==> config.mk <==
export PLATFORM = sky130hd
export DESIGN_NAME = gsi_top
export DESIGN_NICKNAME = d
export VERILOG_FILES = /design/src/rtl/gsi_pkg.sv /design/src/rtl/gsi_group.sv /design/src/rtl/gsi_top.sv
export VERILOG_INCLUDE_DIRS = /design/src /design/src/rtl
export SDC_FILE = /design/constraint.sdc
export NUM_CORES = 1
export LEC_CHECK = 0
export ABC_CLOCK_PERIOD_IN_PS = 6900
export BUFFER_PORTS_ARGS = -buffer_cell sky130_fd_sc_hd__buf_4
export CAP_MARGIN = 40
export CORE_ASPECT_RATIO = 0.9
export CORE_UTILIZATION = 45
export DETAILED_ROUTE_END_ITERATION = 12
export PLACE_DENSITY_LB_ADDON = 0.05
export SYNTH_ARGS = -nofsm -noshare
export SYNTH_HDL_FRONTEND = slang
export SYNTH_SLANG_ARGS = --single-unit
==> constraint.sdc <==
create_clock -name clk_sys -period 6.9 [get_ports clk_sys]
set_input_delay 1.38 -clock clk_sys [delete_from_list [all_inputs] [get_ports clk_sys]]
set_output_delay 1.38 -clock clk_sys [all_outputs]
set_load 0.01 [all_outputs]
==> src/rtl/gsi_defs.svh <==
// constants of the group shutdown interlock
`ifndef GSI_DEFS_SVH
`define GSI_DEFS_SVH
// ****************************************
// clock and timing
// ****************************************
`define GSI_CLK_HZ 20000000
`define GSI_FDBK_TIME_US 10000
`define GSI_FDBK_CYC ((`GSI_FDBK_TIME_US * (`GSI_CLK_HZ / 1000000)))
// ****************************************
// register offsets
// ****************************************
`define GSI_OFS_FDBK 8'h00
`define GSI_OFS_STATUS 8'h04
`define GSI_OFS_IRQ_STAT 8'h08
`define GSI_OFS_IRQ_MASK 8'h0C
// ****************************************
// fields and reset values
// ****************************************
`define GSI_FDBK_W 24
`define GSI_IRQ_W 6
`define GSI_IRQ_G1_FAULT 0
`define GSI_IRQ_G2_FAULT 1
`define GSI_IRQ_G1_STOP 2
`define GSI_IRQ_G2_STOP 3
`define GSI_IRQ_ALL_STOP 4
`define GSI_IRQ_PASS_RET 5
`define GSI_IRQ_MASK_RST 6'h00
`define GSI_PIN_W 11
`define GSI_PIN_RST 11'h300
`endif

==> src/rtl/gsi_pkg.sv <==
// types of the group shutdown interlock
package gsi_pkg;
  typedef enum logic [1:0] {
    GSI_LOCKED = 2'b00,
    GSI_READY = 2'b01,
    GSI_RUN = 2'b10,
    GSI_FAULT = 2'b11
  } gsi_state_e;
endpackage

==> src/rtl/gsi_group.sv <==
// one actuator group: state machine and readback monitor
`timescale 1ns/1ps
`include "gsi_defs.svh"
module gsi_group (
  // clock and reset
  input wire logic clk_sys,
  input wire logic sys_rst,
  // filtered field events and levels, and the feedback limit
  input wire logic startPulse,
  input wire logic ackPulse,
  input wire logic stopActive,
  input wire logic passReturn,
  input wire logic readback,
  input wire logic [`GSI_FDBK_W-1:0] fdbkLimit,
  // results
  output logic energise,
  output gsi_pkg::gsi_state_e state,
  output logic faultPulse
);
  gsi_pkg::gsi_state_e stateQ, stateD;
  logic [`GSI_FDBK_W-1:0] mismatchQ;
  logic energiseQ;
  logic cmdOn, mismatch, errNow;

  assign cmdOn = (stateQ == gsi_pkg::GSI_RUN);
  // nc aux contact reads high when dropped out, so it must be the inverse of the command [RULE16]
  assign mismatch = (readback == cmdOn);
  assign errNow = mismatch && (mismatchQ >= fdbkLimit); // [RULE14]

  always_ff @(posedge clk_sys or posedge sys_rst) begin
    if (sys_rst) begin
      mismatchQ <= '0;
    end else if (!mismatch || stateQ == gsi_pkg::GSI_FAULT) begin
      mismatchQ <= '0;
    end else if (!errNow) begin
      mismatchQ <= mismatchQ + `GSI_FDBK_W'(1);
    end
  end

  always_comb begin
    stateD = stateQ;
    unique case (stateQ)
      gsi_pkg::GSI_LOCKED: begin
        if (ackPulse && readback) begin
          stateD = gsi_pkg::GSI_READY; // [RULE8] [RULE10] [RULE11]
        end
      end
      gsi_pkg::GSI_READY: begin
        if (startPulse && readback) begin
          stateD = gsi_pkg::GSI_RUN; // [RULE3] [RULE15]
        end
      end
      gsi_pkg::GSI_RUN: begin
        stateD = gsi_pkg::GSI_RUN;
      end
      gsi_pkg::GSI_FAULT: begin
        // only once the contact reads dropped out again [RULE12]
        if (ackPulse && !mismatch) begin
          stateD = gsi_pkg::GSI_READY; // [RULE9]
        end
      end
    endcase
    if (errNow) begin
      stateD = gsi_pkg::GSI_FAULT; // [RULE6]
    end else if ((stopActive || passReturn) && stateQ != gsi_pkg::GSI_FAULT) begin
      stateD = gsi_pkg::GSI_LOCKED; // [RULE1] [RULE10] [RULE11]
    end
  end

  always_ff @(posedge clk_sys or posedge sys_rst) begin
    if (sys_rst) begin
      stateQ <= gsi_pkg::GSI_LOCKED; // [RULE8]
    end else begin
      stateQ <= stateD;
    end
  end

  // both contactors of the group hang on this one flop [RULE4] [RULE5] [RULE17]
  always_ff @(posedge clk_sys or posedge sys_rst) begin
    if (sys_rst) begin
      energiseQ <= 1'b0;
    end else begin
      energiseQ <= (stateD == gsi_pkg::GSI_RUN); // [RULE15]
    end
  end

  assign energise = energiseQ;
  assign state = stateQ;
  assign faultPulse = errNow && stateQ != gsi_pkg::GSI_FAULT;
endmodule // gsi_group

==> src/rtl/gsi_top.sv <==
// group shutdown interlock: pin filters, two groups, ahb-lite registers
// Summary of operation
// [RULE1] group stop drops only its group
// [RULE2] shared stop drops both groups
// [RULE3] each group starts on its own request
// [RULE4] group one drives two contactors together
// [RULE5] group two drives two contactors together
// [RULE6] readback error drops and holds group
// [RULE7] other group keeps running through error
// [RULE8] first start after reset needs acknowledge
// [RULE9] own or shared acknowledge clears error
// [RULE10] released stop needs acknowledge before restart
// [RULE11] passivation return needs fresh acknowledge
// [RULE12] restart only after fault gone, then acknowledge
// [RULE13] sample start, acknowledge, readback, shared acknowledge
// [RULE14] readback not following command in time: error
// [RULE15] energise only commanded, readback high, no error
// [RULE16] aux contact closed, high when dropped out
// [RULE17] stops active low; contactors off in reset
// [RULE18] acknowledge on release, start on rise
//
// Decided for this implementation: register access over AHB-Lite and the address map.
`timescale 1ns/1ps
`include "gsi_defs.svh"
module gsi_top #(
  parameter logic [`GSI_FDBK_W-1:0] FDBK_DEFAULT = `GSI_FDBK_W'(`GSI_FDBK_CYC)
) (
  // clock and reset
  input wire logic clk_sys,
  input wire logic sys_rst,
  // ahb-lite slave
  input wire logic hsel,
  input wire logic [31:0] haddr,
  input wire logic [1:0] htrans,
  input wire logic hwrite,
  input wire logic [2:0] hsize,
  input wire logic [31:0] hwdata,
  input wire logic hready,
  output logic hreadyout,
  output logic [31:0] hrdata,
  output logic hresp,
  // field inputs
  input wire logic groupOneEmergencyStopN,
  input wire logic groupTwoEmergencyStopN,
  input wire logic sharedEmergencyStopN,
  input wire logic groupOneStartRequest,
  input wire logic groupTwoStartRequest,
  input wire logic groupOneAcknowledge,
  input wire logic groupTwoAcknowledge,
  input wire logic sharedAcknowledge,
  input wire logic groupOneReadback,
  input wire logic groupTwoReadback,
  input wire logic failsafeInputModulePassive,
  // contactor coils
  output logic groupOneContactorA,
  output logic groupOneContactorB,
  output logic groupTwoContactorA,
  output logic groupTwoContactorB,
  // interrupt
  output logic irq
);
  // ****************************************
  // pin filters
  // ****************************************
  logic [`GSI_PIN_W-1:0] pinRaw, sync1Q, sync2Q, sync3Q, filtQ, prevQ;

  // all field pins pass three flops [RULE13]
  assign pinRaw = {failsafeInputModulePassive, groupTwoReadback, groupOneReadback,
    sharedAcknowledge, groupTwoAcknowledge, groupOneAcknowledge,
    groupTwoStartRequest, groupOneStartRequest,
    sharedEmergencyStopN, groupTwoEmergencyStopN, groupOneEmergencyStopN};

  // reset state reads as stops pressed, so nothing can run before the pins settle
  localparam logic [`GSI_PIN_W-1:0] PIN_RST = `GSI_PIN_RST;
  genvar gi;
  generate
    for (gi = 0; gi < `GSI_PIN_W; gi++) begin : gPin
      always_ff @(posedge clk_sys or posedge sys_rst) begin
        if (sys_rst) begin
          sync1Q[gi] <= PIN_RST[gi];
          sync2Q[gi] <= PIN_RST[gi];
          sync3Q[gi] <= PIN_RST[gi];
          filtQ[gi] <= PIN_RST[gi];
          prevQ[gi] <= PIN_RST[gi];
        end else begin
          sync1Q[gi] <= pinRaw[gi];
          sync2Q[gi] <= sync1Q[gi];
          sync3Q[gi] <= sync2Q[gi];
          // a change counts once two stages agree
          if (sync2Q[gi] == sync3Q[gi]) begin
            filtQ[gi] <= sync3Q[gi];
          end
          prevQ[gi] <= filtQ[gi];
        end
      end
    end
  endgenerate

  logic [`GSI_PIN_W-1:0] riseP, fallP;
  logic stop1, stop2, stopAll, start1P, start2P, ack1P, ack2P, ackAllP;
  logic rdbk1, rdbk2, passReturn;
  assign riseP = filtQ & ~prevQ;
  assign fallP = ~filtQ & prevQ;
  // stops are active low, so a broken wire stops too [RULE17]
  assign stop1 = !filtQ[0];
  assign stop2 = !filtQ[1];
  assign stopAll = !filtQ[2];
  assign start1P = riseP[3]; // [RULE18]
  assign start2P = riseP[4]; // [RULE18]
  assign ack1P = fallP[5]; // [RULE18]
  assign ack2P = fallP[6]; // [RULE18]
  assign ackAllP = fallP[7]; // [RULE18]
  assign rdbk1 = filtQ[8];
  assign rdbk2 = filtQ[9];
  assign passReturn = fallP[10];

  // ****************************************
  // register state
  // ****************************************
  logic [`GSI_FDBK_W-1:0] fdbkQ;
  logic [`GSI_IRQ_W-1:0] irqStatQ, irqStatD, irqMaskQ, irqEvt, irqClr;
  logic irqQ;
  logic wrActQ;
  logic [7:0] wrAddrQ;
  logic [31:0] hrdataQ;
  logic addrPhase;

  // ****************************************
  // groups
  // ****************************************
  logic g1On, g2On, g1Fault, g2Fault;
  gsi_pkg::gsi_state_e g1State, g2State;

  gsi_group uGroupOne (
    .clk_sys(clk_sys),
    .sys_rst(sys_rst),
    .startPulse(start1P),
    .ackPulse(ack1P || ackAllP), // [RULE9] [RULE10]
    .stopActive(stop1 || stopAll), // [RULE1] [RULE2]
    .passReturn(passReturn),
    .readback(rdbk1),
    .fdbkLimit(fdbkQ),
    .energise(g1On),
    .state(g1State),
    .faultPulse(g1Fault)
  );

  // separate instance, so a fault here leaves group one alone [RULE7]
  gsi_group uGroupTwo (
    .clk_sys(clk_sys),
    .sys_rst(sys_rst),
    .startPulse(start2P),
    .ackPulse(ack2P || ackAllP), // [RULE9] [RULE10]
    .stopActive(stop2 || stopAll), // [RULE1] [RULE2]
    .passReturn(passReturn),
    .readback(rdbk2),
    .fdbkLimit(fdbkQ),
    .energise(g2On),
    .state(g2State),
    .faultPulse(g2Fault)
  );

  assign groupOneContactorA = g1On; // [RULE4]
  assign groupOneContactorB = g1On; // [RULE4]
  assign groupTwoContactorA = g2On; // [RULE5]
  assign groupTwoContactorB = g2On; // [RULE5]

  // ****************************************
  // ahb-lite slave
  // ****************************************
  // zero wait states; only words used, hsize is not checked
  // upper address bits alias; only the low byte is decoded
  assign addrPhase = hsel && hready && htrans[1];
  assign hreadyout = 1'b1;
  assign hresp = 1'b0;
  assign hrdata = hrdataQ;

  function automatic logic [31:0] readMux(input logic [7:0] ofs);
    logic [31:0] v;
    v = 32'h0000_0000;
    unique case (ofs)
      `GSI_OFS_FDBK: v[`GSI_FDBK_W-1:0] = fdbkQ;
      `GSI_OFS_STATUS: v[11:0] = {failsafeStatus(), stopAll, rdbk2, rdbk1, g2On, g1On,
        2'(g2State), 2'(g1State), stop2, stop1};
      `GSI_OFS_IRQ_STAT: v[`GSI_IRQ_W-1:0] = irqStatQ;
      `GSI_OFS_IRQ_MASK: v[`GSI_IRQ_W-1:0] = irqMaskQ;
      default: v = 32'h0000_0000;
    endcase
    return v;
  endfunction

  function automatic logic failsafeStatus();
    return filtQ[10];
  endfunction

  always_ff @(posedge clk_sys or posedge sys_rst) begin
    if (sys_rst) begin
      wrActQ <= 1'b0;
      wrAddrQ <= 8'h00;
    end else begin
      wrActQ <= addrPhase && hwrite;
      wrAddrQ <= haddr[7:0];
    end
  end

  // read data is fetched at the address edge and stands through the data phase
  always_ff @(posedge clk_sys or posedge sys_rst) begin
    if (sys_rst) begin
      hrdataQ <= 32'h0000_0000;
    end else if (addrPhase && !hwrite) begin
      hrdataQ <= readMux(haddr[7:0]);
    end
  end

  // the feedback limit steers both readback monitors [RULE14]
  always_ff @(posedge clk_sys or posedge sys_rst) begin
    if (sys_rst) begin
      fdbkQ <= FDBK_DEFAULT;
    end else if (wrActQ && wrAddrQ == `GSI_OFS_FDBK) begin
      fdbkQ <= hwdata[`GSI_FDBK_W-1:0];
    end
  end

  always_ff @(posedge clk_sys or posedge sys_rst) begin
    if (sys_rst) begin
      irqMaskQ <= `GSI_IRQ_MASK_RST;
    end else if (wrActQ && wrAddrQ == `GSI_OFS_IRQ_MASK) begin
      irqMaskQ <= hwdata[`GSI_IRQ_W-1:0];
    end
  end

  // ****************************************
  // interrupts
  // ****************************************
  always_comb begin
    irqEvt = '0;
    irqEvt[`GSI_IRQ_G1_FAULT] = g1Fault;
    irqEvt[`GSI_IRQ_G2_FAULT] = g2Fault;
    irqEvt[`GSI_IRQ_G1_STOP] = fallP[0];
    irqEvt[`GSI_IRQ_G2_STOP] = fallP[1];
    irqEvt[`GSI_IRQ_ALL_STOP] = fallP[2];
    irqEvt[`GSI_IRQ_PASS_RET] = passReturn;
    irqClr = (wrActQ && wrAddrQ == `GSI_OFS_IRQ_STAT) ? hwdata[`GSI_IRQ_W-1:0] : '0;
    // an event in the clearing cycle is kept
    irqStatD = (irqStatQ & ~irqClr) | irqEvt;
  end

  // a mask write reaches the pin one cycle after it lands

  always_ff @(posedge clk_sys or posedge sys_rst) begin
    if (sys_rst) begin
      irqStatQ <= '0;
      irqQ <= 1'b0;
    end else begin
      irqStatQ <= irqStatD;
      irqQ <= |(irqStatD & irqMaskQ);
    end
  end

  assign irq = irqQ;

  // ****************************************
  // checks
  // ****************************************
  logic ackSeenQ;
  always_ff @(posedge clk_sys or posedge sys_rst) begin
    if (sys_rst) begin
      ackSeenQ <= 1'b0;
    end else if (ack1P || ack2P || ackAllP) begin
      ackSeenQ <= 1'b1;
    end
  end

  // sticky bits: only a written one clears, and an event in that cycle wins
  generate
    for (gi = 0; gi < `GSI_IRQ_W; gi++) begin : gIrqChk

    end
  endgenerate
endmodule // gsi_top

Word level (Yosys, flattened, before mapping)
Cells that the tools add are included.

Add/sub/neg operators: 2. Magnitude comparators: 2. Eq/ne operators: 30. Muxes and demuxes: 20. Bitwise logic cells: 8. Reduce and logical (&&, ||, !) cells: 38.

Operators by type and width (number): $mux W24 (4); $add A24 B1 Y24 const B (2); $ge A24 B24 Y1 (2); $eq A8 B4 Y1 const B (4); $pmux W6 S4 (1); $mux W2 (10); $logic_and A1 B1 Y1 (19); $logic_not A8 Y1 (2); $pmux W2 S4 (2); $eq A1 B1 Y1 (13); $and A6 B6 Y6 (2); $eq A2 B2 Y1 const B (6); $mux W12 (1); $pmux W6 S2 (1); $and A11 B11 Y11 (1); $not A11 Y11 (1); $eq A8 B3 Y1 const B (1); $logic_or A1 B1 Y1 (8); $ne A2 B2 Y1 const B (4); $logic_not A1 Y1 (6); $mux W6 (1); $not A6 Y6 (1); $or A6 B6 Y6 (1); $reduce_or A6 Y1 (1); 4 further kinds (6).

Flip-flop bits (word level): 179.

Logic depth before layout (Yosys ltp)
Gate-level depths: netlist of run 1.

Depth after elaboration: 9. Gate-level depth with buffers: 10.

Hierarchy
Synthesis of run 1 repeated with hierarchy kept, for this count alone.

Cell total of the unflattened synthesis: 782. Area, all modules: 8743.4 µm².

By module, submodules not included: gsi_top (instances 1, cells an instance 292, area an instance 4480.5 µm², seq. area each 3095.5 µm²); gsi_group (uGroupOne) (instances 1, cells an instance 242, area an instance 2135.8 µm², seq. area each 675.6 µm²); gsi_group (uGroupTwo) (instances 1, cells an instance 248, area an instance 2127.0 µm², seq. area each 675.6 µm²).

Worst setup path after synthesis of run 1
Ideal clock, no wire load.

Kind: input -> register. Start: input port haddr[5]. End: register hrdataQ[10] (netlist: hrdata[10]). Library setup time: 0.083 ns. Arrival: 2.651 ns. Path slack: 4.167 ns. Stages: 6. Path through: nor4_1 nand2_1 nor3_1 clkbuf_1 a22oi_1 o21ai_0.

Cells in the longest elaborated chain, start to end: 2. Elaborated cells on any way between the ends: 3. Those cells by class: eq/ne (1); mux (1); reduce/logical (1).

RTL lines: start, declared (line gsi_top.sv:33) `input wire logic [31:0] haddr,`; $eq A8 B3 Y1 or $logic_not A8 Y1 (tied branches) (line gsi_top.sv:181) `unique case (ofs)`; $pmux W6 S2 * (line gsi_top.sv:181); end signal, assigned (line gsi_top.sv:211) `hrdataQ <= readMux(haddr[7:0]);`; end, declared (line gsi_top.sv:125) `logic [31:0] hrdataQ;`.

Every way passes the cells marked *; elsewhere a longest branch is shown, timed or not. A chain may end at the register's enable or synchronous reset.

Worst setup path in the final report of run 1
Start: register fdbkQ[17]. End: register uGroupTwo.mismatchQ[14].

Cells in the longest elaborated chain, start to end: 3.

RTL lines: start, declared (line gsi_top.sv:120) `` logic [`GSI_FDBK_W-1:0] fdbkQ; ``; start signal, assigned (line gsi_top.sv:220) `` fdbkQ <= hwdata[`GSI_FDBK_W-1:0]; ``; $ge A24 B24 Y1 (line gsi_group.sv:28) `assign errNow = mismatch && (mismatchQ >= fdbkLimit);`; $logic_and A1 B1 Y1 (line gsi_group.sv:28); $ne A2 B2 Y1 (no source line); end signal, assigned (line gsi_group.sv:36) `` mismatchQ <= mismatchQ + `GSI_FDBK_W'(1); ``; end, declared (line gsi_group.sv:21) `` logic [`GSI_FDBK_W-1:0] mismatchQ; ``.

Every way passes these cells.

==> results of run 1 <==
## power groups by stage
| stage | Combinational, mW | Sequential [mW] | Clock [mW] |
|---|---|---|---|
| 2_1_floorplan | 0.0895 | 1.11 | 0 |
| 3_3_place_gp | 0.137 | 1.12 | 0 |
| 3_5_place_dp | 0.143 | 1.13 | 0 |
| 4_1_cts | 0.144 | 1.11 | 1.07 |
| 5_1_grt | 0.159 | 1.11 | 1.12 |
| 6_report | 0.142 | 1.11 | 1.04 |
## worst max-delay path: stages (launching register included)
cell and delay, ps:
dfstp_2 530, inv_1 110, ha_1 330, a21oi_1 140, o21ai_0 90, a221o_1 560
inv_1 270, nand2_2 270, or4_1 570, a21oi_1 170
## cell usage in the layout (no fill, tap or decap), drive strengths merged, types with 12 or more instances in the layout
| cell | Yosys | layout |
|---|---|---|
| clkbuf | 27 | 19 |
| nor2 | 34 | 34 |
| a21oi | 44 | 44 |
| or4 | 13 | 13 |
| dfstp | 14 | 14 |
| xnor2 | 13 | 13 |
| ha | 50 | 50 |
| nand3 | 21 | 21 |
| nand2 | 120 | 120 |
| o21ai | 83 | 83 |
| nand4 | 20 | 20 |
| buf | 15 | 87 |
| or3 | 12 | 12 |
| dfrtp | 163 | 163 |
| nor3 | 14 | 14 |
| inv | 38 | 44 |
## final cells by class
cell class | count | area (um2) | area share, %
Clock inverter | 13 | 194 | 1.96
Sequential cell | 177 | 4450 | 44.9
Timing Repair Buffer | 87 | 673 | 6.80
Clock buffer | 19 | 453 | 4.57
Inverter | 38 | 148 | 1.49
Tap cell | 245 | 307 | 3.10
Multi-Input combinational cell | 577 | 3680 | 37.2
## logic make-up after synthesis
logic type	synth area share, %
buf+inv	4.24
flops	52.7
other cells	0.0889
fa+ha+maj	8.71
simple gates	17.2
mux	1.84
compound gates	13.6
xor+xnor	1.66
## layer usage
metal / vias to the layer above / part of all wire [%]
met3: 27 / 5.5
met5: - / 0
met2: 191 / 44
li1: 3088 / -
met1: 3149 / 49
met4: 0 / 1.4
## worst min-delay path by stage
stage          startpoint  slack (ps)          to  depth (start not counted)
2_1_floorplan   sync1Q[0]         330   sync2Q[0]                          0
5_1_grt         sync1Q[4]         360   sync2Q[4]                          0
6_report        sync1Q[4]         350   sync2Q[4]                          0
3_3_place_gp    sync1Q[4]         330   sync2Q[4]                          0
4_1_cts         sync1Q[4]         350   sync2Q[4]                          0
3_5_place_dp   sync1Q[10]         340  sync2Q[10]                          0
## state kept, by name, indices dropped and copies added, names as in the netlist
| name | count |
|---|---|
| uGroupOne.energise | 1 |
| rdbk1 | 1 |
| irqStatQ | 6 |
| filtQ | 9 |
| irq | 1 |
| uGroupTwo.mismatchQ | 24 |
| rdbk2 | 1 |
| irqMaskQ | 6 |
| wrAddrQ | 8 |
| fdbkQ | 24 |
| uGroupTwo.state | 2 |
| sync2Q | 11 |
| uGroupOne.mismatchQ | 24 |
| wrActQ | 1 |
| uGroupTwo.energise | 1 |
| hrdata | 24 |
| sync1Q | 11 |
| prevQ | 9 |
| uGroupOne.state | 2 |
| sync3Q | 11 |
## metrics by stage
step	utilization, %	hold WS [ps]	cells
6_report	53.8	350	1156
5_1_grt	53.8	357	1156
4_1_cts	53.8	353	1156
3_5_place_dp	50.3	336	1124
3_3_place_gp	50.1	332	1123
2_1_floorplan	-	331	834
==> impl_results.md, run 1 <==
- Die Wd: 146 um
- DR vias: 6455
- Root Driver: clkbuf_16
- Met1 Use GR: a little under a third
- # port buffers: 77
- Router iterations before antenna repair: 5
- Crit Reg-Reg Startpoint: fdbkQ[17]
- Synth top area share: 48.3%
- CP arrival: roughly 3500 ps
- Clk pwr share: between 40% and 50%
- Max rail drop VDD: 0.171 mV
- RSZ-0062 raised after global routing: no
- Seq pwr share: approximately 48%
- Post-route DRC violation count: 0
- Largest net degree at the start of global routing: 54
- Seq/Total Area, Yosys: 52.7%
- GR met3 Demand/Resource: under 10%
- WS Path Type: reg -> reg
- Height of the die: 132 um
- Worst Path Max Fanout: 18
- Hold Fails Final Rpt: 0
- Nets@finish: ~1000
- Setup Viol. Count Final: 0
- Std cell rows: 47
- Worst slew margin: around 46%
- Setup_tns: 0 ps
- Antenna violations before repair: 0
- GRT Max-Usage Layer: met2
- Worst skew pair latency: 440 ps
- Design Power: 2.29 mW
- Initial drt markers: about 490
- Initial Utilization: 45.9%
- Synthesized area per cell: roughly 10 um2
- CTS tree: yes
- Yosys reg bits: approximately 180
- Clock transition at path regs: 70 ps
- Clk sinks: approximately 180
- Via-to-Cell Ratio: 5.58
- Synthesized cell area: 8440 um2
- Post-synth EDFFs: 0
- Status: finished clean
- Number of distinct library cells after synthesis: 63
- Slew Viols, Final: 0
- Synth area leaders: dfrtp_1, ha_1, nand2_1
- Final worst setup slack: roughly 3800 ps
- Vias in the first global route: 6370
- Fin Clk Skew: 8.23 ps
- Cells after synthesis: 826
- Post-Route WL: 20.1 mm
- CTS buffer count: 17
- Routed Antenna Nets: 0
- Critical path capture point: uGroupTwo.mismatchQ[14]
- Worst r2r dst: uGroupTwo.mismatchQ[14]
- Post-CTS setup buffer count: 0
- Least-Margin Pin Slew: 809 ps
- Top cells by count, synth: dfrtp_1, nand2_1, o21ai_0
- Comb power frac: 6.2%
- Cts repair resizes: 0
- Hold Path Class: reg -> reg
- Placed Instance Area: 9250 um2
- PD cells: 231 nW/um2
- CP startpoint: fdbkQ[17]
- R2R setup slack: around 3800 ps
- Cells on worst reg2reg path: 9
- Place WS: 3710 ps
- Die area: 19300 um2
- Synth async-reset ratio: 100%
- Crit path required time: 7250 ps
- Detail Placement HPWL: 14.8 mm
- N_diodes: 0
- CP Launch Type: register
- CTS max path bufs: 2
- IO Pins: 124
- RD Place Congestion: about 0.86
- First-pass GRT wire length: 33.1 mm
- Synth warnings: 0
- Crit path time final: 3130 ps
- Period utilisation layout: 45.4%
- Hold_buf cts: 0
- Switch share: 24.2%
- Max-Cap Viols: 0
- Core Box Area: 18400 um2
- Met2 usage: 32.8%
- GR Overflow Total: 0
- Psw: 0.554 mW
- Tot GR Track Use: 22.0%
- Count leader, synth: dfrtp_1
- Int Pwr: 1.74 mW
- Routed WL per cell: about 17 um
- Layout cells sized above 1: between 10% and 20%
- Post-route cell area: 9900 um2
- Area Growth Syn to Fin: 17.2%
- H-tree levels: 4
- P_leak: 4.58 nW
- Ys flop type: dfrtp_1
- FILL cells: ~1700
- Worst setup EP type: register
- Area leader, netlist: dfrtp_1
- Fmax achieved: 0.319 GHz
(Power assumes the default switching activity.)
==> run 2: changes to the inputs <==
--- a/config.mk
+++ b/config.mk
@@ -6,7 +6,8 @@
 export SDC_FILE = /design/constraint.sdc
 export NUM_CORES = 1
 export LEC_CHECK = 0
-export ABC_CLOCK_PERIOD_IN_PS = 6900
+export ABC_AREA = 1
+export ABC_CLOCK_PERIOD_IN_PS = 3100
 export BUFFER_PORTS_ARGS = -buffer_cell sky130_fd_sc_hd__buf_4
 export CAP_MARGIN = 40
 export CORE_ASPECT_RATIO = 0.9
==> constraint.sdc (replaced) <==
create_clock -name clk_sys -period 3.1 [get_ports clk_sys]
set_input_delay 0.62 -clock clk_sys [delete_from_list [all_inputs] [get_ports clk_sys]]
set_output_delay 0.62 -clock clk_sys [all_outputs]
set_load 0.01 [all_outputs]
==> impl_results.md, run 2 <==
- WS Path Type: reg -> reg
- Commonest non-fill, non-tap cell in the layout: nand2_1
- Max-Cap Viols: 0
- Least-Margin Pin Slew: 693 ps
- RD Place Congestion: about 0.86
- Via-to-Cell Ratio: 5.07
- Clock transition at path regs: around 80 ps
- RSZ-0062 raised after global routing: no
- Setup_tns: 0 ps
- Fmax achieved: 0.413 GHz
- Post-synth EDFFs: 0
- P_leak: 5.25 nW
- DR vias: 7039
- Cells after synthesis: 1041
- Die area: 20600 um2
- Crit path time final: 2420 ps
- Area leader, netlist: dfrtp_1
- Seq/Total Area, Yosys: 49.3%
- Core Box Area: slightly below 20000 um2
- Routed Antenna Nets: 0
- Hold Fails Final Rpt: 0
- Period utilisation layout: 78.1%
- CTS buffer count: 17
- Detail Placement HPWL: ~16 mm
- Synthesized cell area: 9020 um2
- Count leader, synth: nand2_1
- Area Growth Syn to Fin: 16.5%
- Clk sinks: about 180
- Worst setup EP type: register
- Post-CTS setup buffer count: 0
- CP bufs+invs: 3
- Worst Path Max Fanout: 18
- Largest net degree at the start of global routing: 49
- CTS max path bufs: 2
- FILL cells: 1829
- Tot GR Track Use: 22.9%
- Max rail drop VDD: about 0.28 mV
- Router iterations before antenna repair: 7
- GR Overflow Total: 0
- Most frequent cells in the layout: nand2_1, dfrtp_1, nor2_1
- Synth top area share: 45.2%
- Status: finished clean
- Std cell rows: 48
- Design Power: 5.05 mW
- Worst slew margin: 53.7%
- Die Wd: 151 um
- Critical path's top delay family: simple AND/OR/NAND/NOR gates
- Crit path cell chain: inv_1 -> ha_1 -> nand2_1 -> inv_1 -> nand2_1 -> nand2_1 -> nand2_1 -> nand2_1 -> a21oi_1 -> nand2_1 -> nand2_2 -> inv_2 -> nand2_1 -> o21ai_0
- Synth area leaders: dfrtp_1, nand2_1, ha_1
- Slew Viols, Final: 0
- CP arrival: 2740 ps
- Fin Clk Skew: 15.0 ps
- Worst path slowest cell: dfstp_2
- Setup Viol. Count Final: 0
- PD cells: 480 nW/um2
- Antenna violations before repair: 0
- Ys flop type: dfrtp_1
- Layout cells sized above 1: 15.3%
- Synthesized area per cell: 8.67 um2
- Hold Path Class: in -> reg
- IO Pins: 124
- CP Launch Type: register
- Crit path required time: 3420 ps
- Worst skew pair latency: 450 ps
- Height of the die: 136 um
- Hold_buf cts: 0
- Post-Route WL: 21.8 mm
- Root Driver: clkbuf_16
- Post-route cell area: around 11000 um2
- # port buffers: 77
- Top cells by count, synth: nand2_1, dfrtp_1, nor2_1
- Synth warnings: 0
- First-pass GRT wire length: 35.3 mm
- Vias in the first global route: 6684
- Cts repair resizes: 0
- Routed WL per cell: around 16 um
- Initial Utilization: a little under half
- Number of distinct library cells after synthesis: 46
- CTS tree: yes
- Slowest stage delay, CP: around 520 ps
- Nets@finish: 1260
- N_diodes: 0
- Yosys reg bits: approximately 180
- Post-route DRC violation count: 0
- H-tree levels: 4
- Most used cell, CP: nand2_1
- Synth async-reset ratio: 100%
- Placed Instance Area: 9880 um2
- Initial drt markers: 448
run 2: changes by cell type after synthesis, sizes merged, moves of 13 or more:
cell    change
o21ai      +15
clkbuf     -17
inv        +72
xor2       +28
nand2     +132
nor2       +78
or4        -13
nand3      +28
run 2: layout make-up:
type	count	area (um2)	area share, %
Timing Repair Buffer	91	733	6.98
Clock inverter	15	208	1.98
Tap cell	250	313	2.98
Multi-Input combinational cell	727	3960	37.6
Clock buffer	17	425	4.05
Inverter	111	428	4.07
Sequential cell	177	4450	42.3
run 2: per-stage QoR:
step / setup slack [ps] / hold slack, ps / std cells / utilization, %
after floorplan: 225 / 331 / 1049 / -
after global placement: 713 / 332 / 1355 / 50.9
after detailed placement: 687 / 335 / 1356 / 50.9
after CTS: 660 / 256 / 1388 / 54.2
after global routing: 470 / 247 / 1388 / 54.2
final: 678 / 272 / 1388 / 54.2
run 2: path summary, 6_finish.rpt:
kind | from | endpoint | slack (ps) | cells after the start
setup / recovery | fdbkQ[10] | uGroupTwo.mismatchQ[17] | 680 | 14
hold / removal | groupOneAcknowledge | sync1Q[5] | 270 | 1
setup reg to reg | fdbkQ[10] | uGroupTwo.mismatchQ[17] | 680 | 14
hold reg to reg | sync1Q[6] | sync2Q[6] | 350 | 0
max in group asynchronous | sys_rst | fdbkQ[16] | 1970 | 4
min in group asynchronous | sys_rst | hrdata[3] | 280 | 2
run 2: logic make-up after synthesis:
kind of cell / Yosys count / synth area share (%)
buffers and inverters: 145 / 7.18
and+or+nand+nor: 448 / 21.0
other: 2 / 0.0832
AOI/OAI and AO/OA: 174 / 10.9
xor gates and xnor gates: 34 / 3.38
adders and majority gates: 61 / 8.16
DFF: 177 / 49.3
run 2: per-layer routing:
| layer | global-route usage (%) | up-vias | part of all wire, % |
|---|---|---|---|
| li1 | - | 3549 | - |
| met1 | 34.0 | 3361 | 51 |
| met2 | 34.2 | 116 | 45 |
| met3 | 3.83 | 13 | 3.3 |
| met4 | 6.17 | 0 | 0.92 |
| met5 | 0 | - | 0 |
run 2: power by group:
| group | switching (mW) | internal (mW) |
|---|---|---|
| Combinational | 0.230 | 0.130 |
| Sequential | 0.0655 | 2.40 |
| Clock | 1.11 | 1.11 |
| Total | 1.41 | 3.64 |
